`src/fsac_pkg.sv`:
```
// Constants, field layouts and carrier types of the fault status and
// fault address capture block.
// Assumes an APB slave decode at byte offsets within the control space.
//
// Behaviour
// RL1 - The vector-read fault flag at bit 1 is set by a bus fault on a vector table fetch and reads 0 otherwise.
// RL2 - A vector-fetch bus fault is always sent to the hard fault handler, never to a configurable one.
// RL3 - With the vector-read flag set, the stacked return address is the preempted instruction.
// RL4 - The hard-fault status flags clear only when software writes 1 to them; writing 0 leaves them.
// RL5 - Reserved bits 29:2 and bit 0 of the hard-fault status read as zero.
// RL6 - The fault address registers at 0xD34 and 0xD38 refuse unprivileged access.
// RL7 - The memory-management fault address register captures the faulting location's address.
// RL8 - For an unaligned memory-management fault the exact faulting address is captured.
// RL9 - For split accesses the captured address may be any address within the requested span.
// RL10 - The memory-management fault address is meaningful only while its valid flag is set.
// RL11 - The bus fault address register captures the address the instruction requested.
// RL12 - The bus fault address is meaningful only while its valid flag is set.
// RL13 - The escalated-fault flag at bit 30 is set when a fault escalates to hard fault.
// RL14 - Each address register loads in the cycle its valid flag sets and holds until the next fault or write.
`default_nettype none

package fsac_pkg;

    // ****************************************
    // Register offsets
    // ****************************************
    localparam logic [11:0] FSAC_HFSR_OFF = 12'h0d2c;
    localparam logic [11:0] FSAC_MMFAR_OFF = 12'h0d34;
    localparam logic [11:0] FSAC_BFAR_OFF = 12'h0d38;
    localparam logic [11:0] FSAC_VALID_OFF = 12'h0d3c;

    // ****************************************
    // Field positions and reset values
    // ****************************************
    localparam int FSAC_VECT_BIT = 1;
    localparam int FSAC_FORCED_BIT = 30;
    localparam int FSAC_MMV_BIT = 0;
    localparam int FSAC_BFV_BIT = 1;
    localparam logic [31:0] FSAC_ADDR_RST = 32'h0000_0000;
    localparam logic [31:0] FSAC_ZERO = 32'h0000_0000;

    // Fault report from the detection logic in the core
    typedef struct packed {
        logic vect_bus_fault;
        logic escalated;
        logic mm_fault;
        logic [31:0] mm_addr;
        logic bus_fault;
        logic [31:0] bus_req_addr;
    } fsac_fault_s;

    // Whole state of the block
    typedef struct packed {
        logic vect_r;
        logic forced_r;
        logic mm_valid_r;
        logic bus_valid_r;
        logic [31:0] mm_addr_r;
        logic [31:0] bus_addr_r;
        logic [31:0] prdata_r;
        logic pslverr_r;
    } fsac_state_s;

endpackage : fsac_pkg

`default_nettype wire

```
`src/fsac_fault_capture.sv`:
```
// Fault status flags and fault address capture registers, APB slave.
// Assumes the core reports faults as one-cycle pulses on pclk and
// drives pprot[0] high for privileged accesses.
//
// The implementer's own choice: the APB slave port.
`default_nettype none

module fsac_fault_capture
    import fsac_pkg::*;
(
    // Clock and reset
    input wire logic pclk,
    input wire logic presetn,
    // APB slave
    input wire logic psel,
    input wire logic penable,
    input wire logic pwrite,
    input wire logic [11:0] paddr,
    input wire logic [31:0] pwdata,
    input wire logic [3:0] pstrb,
    input wire logic [2:0] pprot,
    output logic [31:0] prdata,
    output logic pready,
    output logic pslverr,
    // Fault reports from the core
    input wire fsac_fault_s fault_i,
    // Routing and status towards the core
    output logic route_hard_fault,
    output logic stack_preempted_pc,
    output logic memmanage_address_valid,
    output logic bus_address_valid
);

    // ****************************************
    // State
    // ****************************************
    fsac_state_s st_r;
    fsac_state_s st_nxt;

    logic acc;
    logic wr;
    logic priv;
    logic addr_reg;
    logic known;
    logic [31:0] wmask;
    logic [31:0] rd;

    // Access decode; slave always answers in the access cycle
    assign acc = psel && penable;
    assign wr = acc && pwrite;
    assign priv = pprot[0];
    assign addr_reg = (paddr == FSAC_MMFAR_OFF) || (paddr == FSAC_BFAR_OFF);
    assign known = addr_reg || (paddr == FSAC_HFSR_OFF)
        || (paddr == FSAC_VALID_OFF);

    // Byte enables widened to a bit mask
    always_comb begin
        for (int i = 0; i < 4; i++) begin
            wmask[i*8 +: 8] = {8{pstrb[i]}};
        end
    end

    // Read mux; reserved status bits stay zero
    always_comb begin
        rd = FSAC_ZERO; // RL5
        case (paddr)
            FSAC_HFSR_OFF: begin
                rd[FSAC_VECT_BIT] = st_r.vect_r;
                rd[FSAC_FORCED_BIT] = st_r.forced_r;
            end
            FSAC_MMFAR_OFF: rd = st_r.mm_addr_r;
            FSAC_BFAR_OFF: rd = st_r.bus_addr_r;
            FSAC_VALID_OFF: begin
                rd[FSAC_MMV_BIT] = st_r.mm_valid_r;
                rd[FSAC_BFV_BIT] = st_r.bus_valid_r;
            end
            default: rd = FSAC_ZERO;
        endcase
    end

    // ****************************************
    // Next state
    // ****************************************
    // Hardware sets win over software clears in the same cycle.
    // Read data and error are captured in the setup cycle so that both
    // come from flip-flops and already stand at the access edge; the
    // trade-off is that a fault landing in the setup cycle shows up on
    // the next read only.
    always_comb begin
        st_nxt = st_r;
        if (psel && !penable) begin
            st_nxt.pslverr_r = !known || (addr_reg && !priv); // RL6
            if (!pwrite && known && !(addr_reg && !priv)) begin
                st_nxt.prdata_r = rd;
            end else begin
                st_nxt.prdata_r = FSAC_ZERO;
            end
        end
        if (wr && priv) begin
            case (paddr)
                FSAC_HFSR_OFF: begin
                    // Write one to clear, zero leaves the flag
                    if (pstrb[0] && pwdata[FSAC_VECT_BIT]) begin
                        st_nxt.vect_r = 1'b0; // RL4
                    end
                    if (pstrb[3] && pwdata[FSAC_FORCED_BIT]) begin
                        st_nxt.forced_r = 1'b0; // RL4
                    end
                end
                FSAC_MMFAR_OFF: st_nxt.mm_addr_r =
                    (st_r.mm_addr_r & ~wmask) | (pwdata & wmask);
                FSAC_BFAR_OFF: st_nxt.bus_addr_r =
                    (st_r.bus_addr_r & ~wmask) | (pwdata & wmask);
                FSAC_VALID_OFF: begin
                    // Valid flags also clear by writing one
                    if (pstrb[0] && pwdata[FSAC_MMV_BIT]) begin
                        st_nxt.mm_valid_r = 1'b0; // RL10
                    end
                    if (pstrb[0] && pwdata[FSAC_BFV_BIT]) begin
                        st_nxt.bus_valid_r = 1'b0; // RL12
                    end
                end
                default: st_nxt.prdata_r = st_nxt.prdata_r;
            endcase
        end
        if (fault_i.vect_bus_fault) begin
            st_nxt.vect_r = 1'b1; // RL1
        end
        if (fault_i.escalated) begin
            st_nxt.forced_r = 1'b1; // RL13
        end
        // Address loads in the same cycle as its valid flag
        if (fault_i.mm_fault) begin
            st_nxt.mm_addr_r = fault_i.mm_addr; // RL7 RL8 RL9 RL14
            st_nxt.mm_valid_r = 1'b1; // RL10
        end
        if (fault_i.bus_fault) begin
            st_nxt.bus_addr_r = fault_i.bus_req_addr; // RL11 RL14
            st_nxt.bus_valid_r = 1'b1; // RL12
        end
    end

    // State register
    always_ff @(posedge pclk or negedge presetn) begin
        if (!presetn) begin
            st_r <= '{vect_r: 1'b0, forced_r: 1'b0, mm_valid_r: 1'b0,
                bus_valid_r: 1'b0, mm_addr_r: FSAC_ADDR_RST,
                bus_addr_r: FSAC_ADDR_RST, prdata_r: FSAC_ZERO,
                pslverr_r: 1'b0};
        end else begin
            st_r <= st_nxt;
        end
    end

    // ****************************************
    // Outputs
    // ****************************************
    assign pready = 1'b1;
    assign prdata = st_r.prdata_r;
    assign pslverr = acc && st_r.pslverr_r; // RL6
    // Vector fetch faults never go to a configurable handler
    assign route_hard_fault = fault_i.vect_bus_fault
        || fault_i.escalated; // RL2
    assign stack_preempted_pc = st_r.vect_r; // RL3
    assign memmanage_address_valid = st_r.mm_valid_r; // RL10
    assign bus_address_valid = st_r.bus_valid_r; // RL12

endmodule : fsac_fault_capture

`default_nettype wire

```
`config.mk`:
```
export PLATFORM = sky130hd
export DESIGN_NAME = fsac_fault_capture
export DESIGN_NICKNAME = d
export VERILOG_FILES = /design/src/fsac_pkg.sv /design/src/fsac_fault_capture.sv
export SDC_FILE = /design/constraint.sdc
export NUM_CORES = 1
export LEC_CHECK = 0
export BUFFER_PORTS_ARGS = -buffer_cell sky130_fd_sc_hd__buf_2
export CAP_MARGIN = 20
export CELL_PAD_IN_SITES_DETAIL_PLACEMENT = 1
export CELL_PAD_IN_SITES_GLOBAL_PLACEMENT = 2
export CORE_ASPECT_RATIO = 1.4
export CORE_MARGIN = 4
export CORE_UTILIZATION = 33
export DETAILED_ROUTE_END_ITERATION = 7
export HOLD_SLACK_MARGIN = 0.05
export PLACE_DENSITY_LB_ADDON = 0.1
export SYNTH_ARGS = -nofsm -noshare
export SYNTH_HDL_FRONTEND = slang
export SYNTH_SLANG_ARGS = --single-unit
```
`constraint.sdc`:
```
create_clock -name pclk -period 2.85 [get_ports pclk]
set_clock_uncertainty 0.05 [all_clocks]
set_input_delay 0.1425 -clock pclk [delete_from_list [all_inputs] [get_ports pclk]]
set_output_delay 0.1425 -clock pclk [all_outputs]
set_load 0.05 [all_outputs]
```
# [After elaboration in Yosys (flattened, before gate mapping)]
# Cells that the tools add are included.
[totals] regBits=101 output_inout_bits=38 word_cells=80 in_bits=124
[op_classes] reduce_logical=41 muxes=21 n_bitwise=6 eq_ne=4
[op_table] operator="two-way mux 32 bit" count=5
[op_table] operator="two-way mux 100 bit" count=1
[op_table] operator="bitwise AND 32 bit" count=3
[op_table] operator="OR 32 bit" count=2
[op_table] operator="one-hot mux 28 bit (2 select lines)" count=1
[op_table] operator="equality test 12 bit, second input constant" count=4
[op_table] operator="two-way mux 33 bit" count=1
[op_table] operator="inverter 32 bit" count=1
[op_table] operator="nonzero test 2 bit" count=14
[op_table] operator="AND reduction 3 bit" count=4
[op_table] operator="logical AND 1 bit" count=11
[op_table] operator="two-way mux 1 bit" count=7
[op_table] operator="one-hot mux 1 bit (3 select lines)" count=2
[op_table] operator="zero test 1 bit" count=5
[op_table] operator="logical OR 1 bit" count=5
[op_table] operator="two-way mux 2 bit" count=2
[op_table] operator="one-hot mux 1 bit (4 select lines)" count=1
[op_table] operator="AND reduction 2 bit" count=2
[op_table] operator="one-hot mux 1 bit (2 select lines)" count=1

# [Logic depth before layout (Yosys ltp)]
# Gate-level depths: netlist of run 1.
[depth] word_depth=10 depth_mapped=7 ltp_nobuf=4

# [Worst setup path after synthesis of run 1]
# No wires, ideal clock.
[synth_timing] path_kind="in2reg" from="input paddr[1]" to="register with a tool-made name" path_stages=5 arrival_ns=1.627 slack_ns=1.049 setup_time_ns=0.124 required_ns=2.676 cell_sequence="or4b_4 -> or4_4 -> buf_6 -> o21ai_1 -> a21oi_1"
[synth_lines] element="start: declaration" line="fsac_fault_capture.sv:18" text="input wire logic [11:0] paddr,"

==> results of run 1 <==
-- layout by cell type (no fill, tap or decap), drive strengths merged --
master and n:
buf 173, dfrtp 101, o21ai 96, nor2b 67, dlygate4sd3 66, a21oi 65
nand2 37, a41oi 32, a31oi 32, a22oi 30, clkbuf 11, a21o 5
nand4 4, nand3 4, inv 4, nor2 3, a22o 3, clkinvlp 3
and4 3, nor4 3, and3 2, nand2b 2, clkinv 2, or2 1
nor4b 1, and2 1, nor4bb 1, or4b 1, and4bb 1, nand4bb 1
a32oi 1, maj3 1, mux2 1, mux2i 1, a2bb2oi 1, nand4b 1
or4 1, conb 1
-- metrics by stage --
step | power (mW) | instances | cell area (µm²) | utilization | worst slack, ns
floorplan | 1.78 | 594 | 5470 | - | 1.05
global placement | 1.98 | 880 | 6170 | 0.380 | 0.665
detailed placement | 2.00 | 880 | 6170 | 0.380 | 0.635
CTS | 3.26 | 962 | 7110 | 0.438 | 1.00
global route | 3.39 | 962 | 7110 | 0.438 | 0.861
finish | 3.23 | 962 | 7110 | 0.438 | 1.00
-- layer usage --
metal | up-vias | wire length [µm] | global-route usage | part of all wire
met5 | - | 0 | 0 | 0
met4 | 0 | 523 | 0.0809 | 0.025
met3 | 23 | 803 | 0.0215 | 0.039
met2 | 150 | 11100 | 0.408 | 0.54
met1 | 2689 | 8170 | 0.260 | 0.40
li1 | 2481 | - | - | -
-- power groups by stage --
| stage | Clock, mW | Combinational [mW] | Sequential, mW |
|---|---|---|---|
| after floorplan | 0 | 0.211 | 1.57 |
| after global placement | 0 | 0.395 | 1.58 |
| after detailed placement | 0 | 0.409 | 1.59 |
| after CTS | 1.22 | 0.480 | 1.56 |
| after global routing | 1.28 | 0.532 | 1.57 |
| final | 1.19 | 0.476 | 1.56 |
-- how the worst max path moves through the flow --
stage	end	slack (ns)	cells past startpoint
floorplan	flop	1.05	5
CTS	flop	1.00	5
detailed placement	prdata[28]$_DFFE_PN0P_	0.63	6
finish	flop	1.00	5
global route	prdata[20]$_DFFE_PN0P_	0.86	6
global placement	flop	0.66	5
-- repair_timing --
action / in CTS / in global routing
endpoints found under the setup margin: 0 / 0
hold endpoints to repair: 123 / 0
hold buffers: 66 / 0
setup buffers: 0 / 0
-- worst register-to-register path: cells and delay by family, from the launching register on --
| family | cells | cell delay, ns |
|---|---|---|
| flops | 1 | 0.41 |
| mux | 1 | 0.28 |
| compound gates | 3 | 0.43 |
-- cell type report --
cell class	instances	share of cell area
inverters	4	0.00211
flip-flops and latches	101	0.355
repair buffers	239	0.224
multi-input cells	403	0.345
clock buffers	11	0.0341
well taps	199	0.0350
clock inverters	5	0.00510
-- cells by family (layout without fill, tap and decap cells) --
logic type | after synthesis | count (layout)
AO/OA/AOI/OAI | 265 | 265
adder cells (fa/ha/maj) | 1 | 1
buffers and inverters | 90 | 259
flip-flops | 101 | 101
multiplexers | 2 | 2
other | 1 | 1
AND/OR/NAND/NOR | 134 | 134
==> PnR_summary.wiki, run 1 <==
{| class="wikitable"
! Metric !! Value
|-
| Status || completed
|-
| Routability cong. || 0.763
|-
| Starting utilization of the core area || 0.337
|-
| Port Buffer Count || 158
|-
| Power density relative to cell area || 454 mW/mm²
|-
| Power share of the clock group || 0.369
|-
| Chain of cells forming the critical path || buf_2 -> or4b_4 -> or4_4 -> o21ai_0 -> a21oi_1
|-
| R2R Path Start || bus_address_valid$_DFFE_PN0P_
|-
| Top cell type's share of synthesized area || 0.462
|-
| Internal power || 2.36 mW
|-
| Yosys cell types || 42
|-
| Portion of netlist area occupied by mux cells || 0.00389
|-
| Die Area || 0.0187 mm²
|-
| Routed Antenna Nets || 0
|-
| Delay of the slowest critical-path stage || 0.84 ns
|-
| Area of the placeable core || 0.0162 mm²
|-
| Switching share of power || 0.271
|-
| Peak VDD IR || 216 µV
|-
| Antenna cells || 0
|-
| Number of global-route vias before repair || 6048
|-
| Yosys warning count || 0
|-
| Part of the total power dissipated in sequential elements || 0.483
|-
| Worst min-delay path startpoint || fault_i[31]
|-
| Library cell contributing the largest single delay on the critical path || or4_4
|-
| Mapped Nets || 718
|-
| Maximum clock frequency || 541 MHz
|-
| Aggregate global-route resource usage || 0.222
|-
| Cell count after synthesis || 594
|-
| Fin. Hold Viols || 0
|-
| Maximum clock insertion buffer count || 2
|-
| Minimum clock period after layout || 1.85 ns
|-
| Drt first pass iters || 5
|-
| Fin Hold WS || 0.0598 ns
|-
| Data required, critical path || 3.03 ns
|-
| Flip-flop and latch count after synthesis || 101
|-
| Worst Hold Class || in2reg
|-
| Slew at the pin closest to its max-slew limit || 0.836 ns
|-
| Depth of the worst register-to-register path || 4
|-
| CTS H-Tree Depth || 3
|-
| Max FO, Critical Path || 32
|-
| LEAKAGE || 2.98 nW
|-
| HPWL after detailed placement || 13.7 mm
|-
| Switching power of the nets || 0.875 mW
|-
| Worst slew margin relative to its limit || 0.443
|-
| Post-synthesis instance area || 0.00547 mm²
|-
| Share of flip-flops with an asynchronous set or reset after synthesis || 1.00
|-
| Gates resized, CTS repair || 0
|-
| Number of synthesized flops with an enable pin || 0
|-
| Via density || 5.55
|-
| Largest net degree at the start of global routing || 60
|-
| Clock Latency Late Sink || 0.35 ns
|-
| Proportion of layout cells with a drive suffix above 1 || 0.263
|-
| Cell with the most instances after synthesis || dfrtp_1
|-
| Vias || 5343
|-
| Area used by multi-input combinational logic || 0.00245 mm²
|-
| Wirelength per Cell || 21.4 µm
|-
| Commonest register cell after synthesis || dfrtp_1
|-
| Top Family by Delay on Critical Path || simple AND/OR/NAND/NOR gates
|-
| Synthesized area per cell || 9.21 µm²
|-
| Growth of design area from synthesis to finish || 30.1%
|-
| CTS tree || yes
|-
| Fill cells || 1914
|-
| Layout net count || 882
|-
| Fraction of synthesized cell area in xor and xnor cells || 0
|-
| Register area || 0.00253 mm²
|-
| Total congestion overflow || 0
|-
| Most area-consuming cells after synthesis || dfrtp_1 (46%), nor2b_1 (7.7%), a21oi_1 (5.9%)
|-
| Logic gate share of total power || 0.147
|-
| Max-cap violations || 0
|-
| Setup repair after global routing missed its margin || false
|-
| Violation count after the first detailed-route iteration || 323
|-
| Final Max Tran Viols || 0
|-
| Worst setup path class || in2reg
|-
| Number of placed I/O pins || 162
|-
| Portion of the clock cycle consumed by the worst path in the final layout || 0.649
|-
| Simple-gate portion of the synthesized area || 0.145
|-
| Number of standard-cell rows in the floorplan || 55
|-
| Number of cells on the worst hold path || 3
|-
| Wirelength, routed || 20.6 mm
|-
| Main combinational cell family by area after synthesis || compound AO/OA/AOI/OAI gates
|-
| Post-synthesis cell type with the largest combined area || dfrtp_1
|-
| Initial antenna violation count || 0
|-
| Terminus of the critical flop-to-flop path || prdata[1]$_DFFE_PN0P_
|-
| Global-route wire length before repair || 32.4 mm
|-
| Fraction of the yosys area taken by sequential cells || 0.462
|-
| Clock Tree Root || clkbuf_16
|-
| Y dimension of the die || 160 µm
|-
| Number of buffers created by CTS || 9
|-
| Buffer and inverter count on the worst path || 1
|-
| Register clock-pin slew on the reported worst setup and hold paths || 0.07 ns
|-
| Setup crit start || paddr[1]
|-
| Commonest cells in the synthesized netlist || dfrtp_1 (101), nor2b_1 (67), a21oi_1 (65), o21ai_0 (58), nand2_1 (37)
|-
| Register-to-Register Setup Slack || 1.57 ns
|-
| Data arrival time at the worst-slack endpoint || 2.02 ns
|-
| Post-synthesis compound-gate area fraction || 0.295
|-
| Startpoint Class || input pin
|-
| Setup TNS after final layout || 0 ns
|-
| Die width || 117 µm
|-
| Number of setup violations in the final report || 0
|-
| Adder-cell share of the synthesized area || 0.00183
|-
| Number of design rule violations left after detail routing || 0
|-
| CP Capture Type || flop
|-
| Total number of clock tree sinks || 101
|}
Power figures use the tool's default switching activity.
==> run 2: changes to the inputs <==
ABC_AREA = 1   (was not set)
CORE_UTILIZATION = 26   (was 33)
clock period = 1.65 ns   (was 2.85 ns; I/O delays follow)
==> run 2 against run 1 <==
  * Cell count up 36%
  * Power up 87%
  * Count of clock-buffer cells in the layout up 1
  * Hold slack worse by 0.0073 ns
  * Clock power up 100%
==> PnR_summary.wiki, run 2 <==
{| class="wikitable"
! Metric !! Value
|-
| Fraction of the yosys area taken by sequential cells || 0.444
|-
| Setup crit start || psel
|-
| Worst slack, placed || -0.149 ns
|-
| Count of hold-fix buffers inserted at cts || 85
|-
| HPWL after detailed placement || 15.8 mm
|-
| Uppermost signal routing layer after detailed routing || met4
|-
| Number of buffers created by CTS || 9
|-
| Register clock-pin slew on the reported worst setup and hold paths || 0.07 ns
|-
| Logic gate share of total power || 0.158
|-
| Die width || 133 µm
|-
| Proportion of layout cells with a drive suffix above 1 || 0.257
|-
| Worst setup path class || in2reg
|-
| Final Max Tran Viols || 0
|-
| CTS tree || yes
|-
| Wirelength, routed || 21.8 mm
|-
| Flip-flop and latch count after synthesis || 101
|-
| Area of the placeable core || 0.0214 mm²
|-
| Routed Antenna Nets || 0
|-
| Slack of the critical path || 0.243 ns
|-
| Commonest register cell after synthesis || dfrtp_1
|-
| Drt first pass iters || 5
|-
| Register-to-Register Setup Slack || 0.62 ns
|-
| Wirelength per Cell || 16.7 µm
|-
| Number of design rule violations left after detail routing || 0
|-
| Antenna cells || 0
|-
| Setup TNS after final layout || 0 ns
|-
| Cell count after synthesis || 788
|-
| Power share of the clock group || 0.393
|-
| Via density || 4.53
|-
| Data arrival time at the worst-slack endpoint || 1.60 ns
|-
| Post-synthesis instance area || 0.00570 mm²
|-
| Max-cap violations || 0
|-
| DRT met1 WL || 9.65 mm
|-
| Maximum clock frequency || 711 MHz
|-
| Overall power consumption || 6.04 mW
|-
| Growth of design area from synthesis to finish || 40.7%
|-
| Yosys warning count || 0
|-
| Yosys cell types || 28
|-
| Most common library cell in the layout ignoring fill and taps || nand2_1
|-
| Clock Tree Root || clkbuf_16
|-
| LEAKAGE || 4.10 nW
|-
| Switching power of the nets || 1.58 mW
|-
| Peak VDD IR || 440 µV
|-
| Total setup buffers inserted after CTS || 0
|-
| Port Buffer Count || 158
|-
| Share of flip-flops with an asynchronous set or reset after synthesis || 1.00
|-
| Switching share of power || 0.261
|-
| Most area-consuming cells after synthesis || dfrtp_1 (44%), nand2_1 (23%), nand3_1 (7.2%)
|-
| Cell with the most instances after synthesis || nand2_1
|-
| R2R Path Start || stack_preempted_pc$_DFFE_PN0P_
|-
| Data required, critical path || 1.84 ns
|-
| Synthesized area per cell || 7.23 µm²
|-
| Gates resized, CTS repair || 0
|-
| Worst slew margin relative to its limit || 0.444
|-
| Commonest cells in the synthesized netlist || nand2_1 (342), dfrtp_1 (101), nand3_1 (82), a21oi_1 (45), buf_4 (35)
|-
| Slew at the pin closest to its max-slew limit || 0.833 ns
|-
| Starting utilization of the core area || 0.267
|-
| Post-synthesis cell type with the largest combined area || dfrtp_1
|-
| Fin. Hold Viols || 0
|-
| Number of global-route vias before repair || 6530
|-
| CP Capture Type || flop
|-
| Amount of wire on met2 after detailed routing || 11.1 mm
|-
| Total congestion overflow || 0
|-
| Number of standard-cell rows in the floorplan || 63
|-
| Vias || 5931
|-
| Portion of the clock cycle consumed by the worst path in the final layout || 0.853
|-
| Internal power || 4.47 mW
|-
| Setup repair after global routing missed its margin || false
|-
| CTS H-Tree Depth || 3
|-
| Part of the total power dissipated in sequential elements || 0.449
|-
| Mapped Nets || 912
|-
| Y dimension of the die || 183 µm
|-
| Status || completed
|-
| Number of setup violations in the final report || 0
|-
| Terminus of the critical flop-to-flop path || prdata[1]$_DFFE_PN0P_
|-
| Worst Hold Class || in2reg
|-
| Fin Hold WS || 0.0526 ns
|-
| Clock Latency Late Sink || 0.35 ns
|-
| Number of placed I/O pins || 162
|-
| DR WL met3 || 754 µm
|-
| Most used cells in the layout excluding fill and tap cells || nand2_1 (342), buf_2 (157), dfrtp_1 (101), dlygate4sd3_1 (85), nand3_1 (82)
|-
| Top cell type's share of synthesized area || 0.444
|-
| Maximum clock insertion buffer count || 2
|-
| Total number of clock tree sinks || 101
|-
| Largest net degree at the start of global routing || 63
|-
| Number of synthesized flops with an enable pin || 0
|-
| Aggregate global-route resource usage || 0.179
|-
| Startpoint Class || input pin
|-
| Global-route wire length before repair || 34.8 mm
|-
| Depth of the worst register-to-register path || 6
|-
| Minimum clock period after layout || 1.41 ns
|-
| Layout net count || 1136
|-
| Fill cells || 2690
|-
| Initial antenna violation count || 0
|-
| Max FO, Critical Path || 11
|-
| Routability cong. || 0.814
|-
| Power density relative to cell area || 754 mW/mm²
|-
| Die Area || 0.0244 mm²
|-
| Violation count after the first detailed-route iteration || 215
|}
[run 2: cell types whose count changed in the layout (fill, tap and decap cells not counted), sizes merged, moves of 31 or more]
cell and change:
nand2 +328, nand3 +80, nor2b -67, o21ai -64, a31oi -32, a41oi -32
buf +31
[run 2: layer usage]
metal | vias to the layer above | global-route usage
li1 | 2924 | -
met4 | 0 | 0.0465
met1 | 2863 | 0.225
met3 | 18 | 0.0272
met5 | - | 0
met2 | 126 | 0.321
[run 2: power by group through the flow]
stage	Combinational [mW]	Clock, mW	Sequential [mW]
floorplan	0.376	0	2.74
global placement	0.781	0	2.75
detailed placement	0.804	0	2.76
CTS	0.969	2.47	2.71
global route	1.06	2.54	2.73
finish	0.952	2.38	2.71
[run 2: worst min path at each step]
stage	from	endpoint	slack [ns]	cells past startpoint
3_5_place_dp	presetn	prdata[22]$_DFFE_PN0P_	0.05	1
2_1_floorplan	presetn	asynchronous set/reset pin	-0.26	0
5_1_grt	fault_i[48]	flop	0.05	5
3_3_place_gp	presetn	prdata[22]$_DFFE_PN0P_	0.05	1
4_1_cts	pwdata[6]	flop	0.05	5
6_report	fault_i[48]	flop	0.05	5
[run 2: kinds of logic after synthesis]
group / after synthesis / synth area share
simple gates: 497 / 0.373
buf+inv: 105 / 0.101
flops: 101 / 0.444
compound gates: 84 / 0.0817
other cells: 1 / 0.000658
[run 2: critical path: stages]
cell and delay, ns:
buf_2 0.12, nand4_1 0.15, inv_1 0.09, nand3_2 0.09, inv_2 0.07, a21oi_1 0.65, inv_1 0.18, nand2_1 0.11
nand2_1 0.05
[run 2: final cells by class]
| class | instances | area, µm² | area share |
|---|---|---|---|
| multi-input cells | 582 | 2600 | 0.324 |
| flip-flops and latches | 101 | 2530 | 0.315 |
| repair buffers | 289 | 2090 | 0.261 |
| well taps | 292 | 365 | 0.0456 |
| clock buffers | 12 | 256 | 0.0320 |
| inverters | 29 | 109 | 0.0136 |
| clock inverters | 3 | 68.8 | 0.00858 |
[run 2: through the flow]
| stage | util | std cells | cell area (µm²) |
|---|---|---|---|
| final | 0.375 | 1308 | 8020 |
| after global routing | 0.375 | 1308 | 8020 |
| after CTS | 0.375 | 1308 | 8020 |
| after detailed placement | 0.320 | 1208 | 6840 |
| after global placement | 0.320 | 1208 | 6840 |
| after floorplan | - | 788 | 5700 |
==> run 3: changes to the inputs <==
CORE_UTILIZATION = 25   (was 26)
clock period = 1.4 ns   (was 1.65 ns; I/O delays follow)
==> run 3 against run 2 <==
  * Die area grew 3.8%
  * Largest power group unchanged
  * First-iteration DRC count down 0.47%
  * Design area up 3.4%
  * Global-route usage is 0.19 points lower
  * Critical path depth down 2
  * Utilization decreased by 0.72 points
  * Routed wire length up 1.3%
==> PnR_summary.wiki, run 3 (synthesis results as in run 2) <==
{| class="wikitable"
! Metric !! Value
|-
| Number of buffers created by CTS || 9
|-
| CTS H-Tree Depth || 3
|-
| Drt first pass iters || 4
|-
| Register area || 0.00253 mm²
|-
| Global-route wire length before repair || 35.2 mm
|-
| Register clock-pin slew on the reported worst setup and hold paths || 0.07 ns
|-
| Number of design rule violations left after detail routing || 0
|-
| Initial antenna violation count || 1
|-
| Number of cells on the worst hold path || 5
|-
| Worst setup path class || in2reg
|-
| Y dimension of the die || 187 µm
|-
| Most used cells in the layout excluding fill and tap cells || nand2_1 (342), buf_2 (156), dfrtp_1 (101), dlygate4sd3_1 (96), nand3_1 (82)
|-
| Violation count after the first detailed-route iteration || 214
|-
| Worst min-delay path startpoint || fault_i[55]
|-
| Final Max Tran Viols || 0
|-
| Number of standard-cell rows in the floorplan || 65
|-
| Die Area || 0.0253 mm²
|-
| Uppermost signal routing layer after detailed routing || met4
|-
| Register-to-Register Setup Slack || 0.40 ns
|-
| Via density || 4.49
|-
| Die width || 136 µm
|-
| Number of setup violations in the final report || 0
|-
| Maximum clock insertion buffer count || 2
|-
| Aggregate global-route resource usage || 0.177
|-
| Vias || 6023
|-
| Layout net count || 1158
|-
| Most common library cell in the layout ignoring fill and taps || nand2_1
|-
| Power density relative to cell area || 846 mW/mm²
|-
| Total number of clock tree sinks || 101
|-
| Area of the placeable core || 0.0225 mm²
|-
| Clock Latency Late Sink || 0.36 ns
|-
| Number of global-route vias before repair || 6715
|-
| Buffer and inverter count on the worst path || 3
|-
| R2R Path Start || stack_preempted_pc$_DFFE_PN0P_
|-
| Port Buffer Count || 158
|-
| Starting utilization of the core area || 0.253
|-
| Area used by multi-input combinational logic || 0.00261 mm²
|-
| Data arrival time at the worst-slack endpoint || 1.57 ns
|-
| Routed Antenna Nets || 0
|-
| Overall power consumption || 7.02 mW
|-
| CP Capture Type || flop
|-
| Max FO, Critical Path || 2
|-
| Most common cell type on the critical path || nand2_1
|-
| Slack of the critical path || 0.0328 ns
|-
| Max-cap violations || 0
|-
| LEAKAGE || 4.22 nW
|-
| Instance area after placement || 0.00702 mm²
|-
| Largest net degree at the start of global routing || 43
|-
| Number of placed I/O pins || 162
|-
| CTS tree || yes
|-
| DR WL met3 || 585 µm
|-
| Top Family by Delay on Critical Path || buffers and inverters
|-
| Portion of the clock cycle consumed by the worst path in the final layout || 0.977
|-
| Worst Hold Class || in2reg
|-
| Depth of the worst register-to-register path || 6
|-
| Data required, critical path || 1.60 ns
|-
| Wirelength, routed || 22.1 mm
|-
| DRT met1 WL || 9.37 mm
|-
| HPWL after detailed placement || 16.2 mm
|-
| Clock Tree Root || clkbuf_16
|-
| Terminus of the critical flop-to-flop path || prdata[1]$_DFFE_PN0P_
|-
| Startpoint Class || input pin
|-
| Total congestion overflow || 0
|-
| Routability cong. || 0.798
|-
| Fin. Hold Viols || 0
|-
| Maximum clock frequency || 731 MHz
|-
| Chain of cells forming the critical path || dlygate4sd3_1 -> buf_2 -> nand3_1 -> nand2_1 -> dlygate4sd3_1 -> nand2_1 -> nand2_1
|-
| Proportion of layout cells with a drive suffix above 1 || 0.264
|-
| Fill cells || 2782
|-
| Wirelength per Cell || 16.5 µm
|-
| Minimum clock period after layout || 1.37 ns
|-
| Setup TNS after final layout || 0 ns
|-
| Library cell contributing the largest single delay on the critical path || dlygate4sd3_1
|-
| Worst slack, placed || -0.291 ns
|-
| Growth of design area from synthesis to finish || 45.5%
|-
| Status || completed
|-
| Setup repair after global routing missed its margin || false
|-
| Post-route design area || 0.00829 mm²
|-
| Peak VDD IR || 574 µV
|-
| Amount of wire on met2 after detailed routing || 11.8 mm
|-
| Delay of the slowest critical-path stage || 0.55 ns
|}
[run 3: changes by cell type in the layout (fill, tap and decap cells not counted), moves of 2 or more]
cell / change
dlygate4sd3_1: +11
buf_4: +5
buf_12: +6
clkinvlp_4: +2
[run 3: where the power goes]
| part | total, mW | leakage (nW) | switching [mW] | internal (mW) |
|---|---|---|---|---|
| clock network | 2.63 | 0.142 | 1.19 | 1.44 |
| logic | 1.18 | 2.78 | 0.622 | 0.563 |
| registers | 3.20 | 1.30 | 0.107 | 3.10 |
[run 3: worst min-delay path: stages]
cell     delay, ns
buf_2         0.11
nand2_1       0.06
nand2_1       0.06
nand2_1       0.05
nand2_1       0.05
[run 3: worst max-delay path by stage]
| stage | start | to | slack (ns) | cells past startpoint |
|---|---|---|---|---|
| CTS | pwdata[23] | flop | 0.06 | 7 |
| finish | pwdata[23] | flop | 0.03 | 7 |
| global placement | paddr[0] | prdata[15]$_DFFE_PN0P_ | -0.25 | 12 |
| floorplan | paddr[7] | flop | 0.14 | 10 |
| detailed placement | paddr[0] | prdata[15]$_DFFE_PN0P_ | -0.29 | 12 |
| global route | fault_i[65] | flop | 0.002 | 9 |
[run 3: repair_timing]
action,in CTS,in global routing
hold endpoints to repair,166,0
setup buffers,0,0
hold buffers,97,0
setup endpoints to repair,0,11
gates resized for setup,0,3
[run 3: routing by layer]
layer | up-vias | global-route usage
li1 | 2977 | -
met1 | 2917 | 0.209
met2 | 107 | 0.331
met3 | 22 | 0.0210
met4 | 0 | 0.0504
met5 | - | 0
[run 3: area by class of cell]
cell class              instances  area share
multi-input cells             582       0.315
flip-flops and latches        101       0.305
clock inverters                 5     0.00709
diodes                          1    0.000302
well taps                     301      0.0454
inverters                      29      0.0131
clock buffers                  11      0.0293
repair buffers                311       0.285
[run 3: through the flow]
step	hold WS [ns]	utilization	std cells
2_1_floorplan	-0.276	-	788
3_3_place_gp	-0.137	0.311	1229
3_5_place_dp	-0.135	0.311	1229
4_1_cts	0.0501	0.368	1342
5_1_grt	0.0665	0.368	1341
6_report	0.0157	0.368	1341
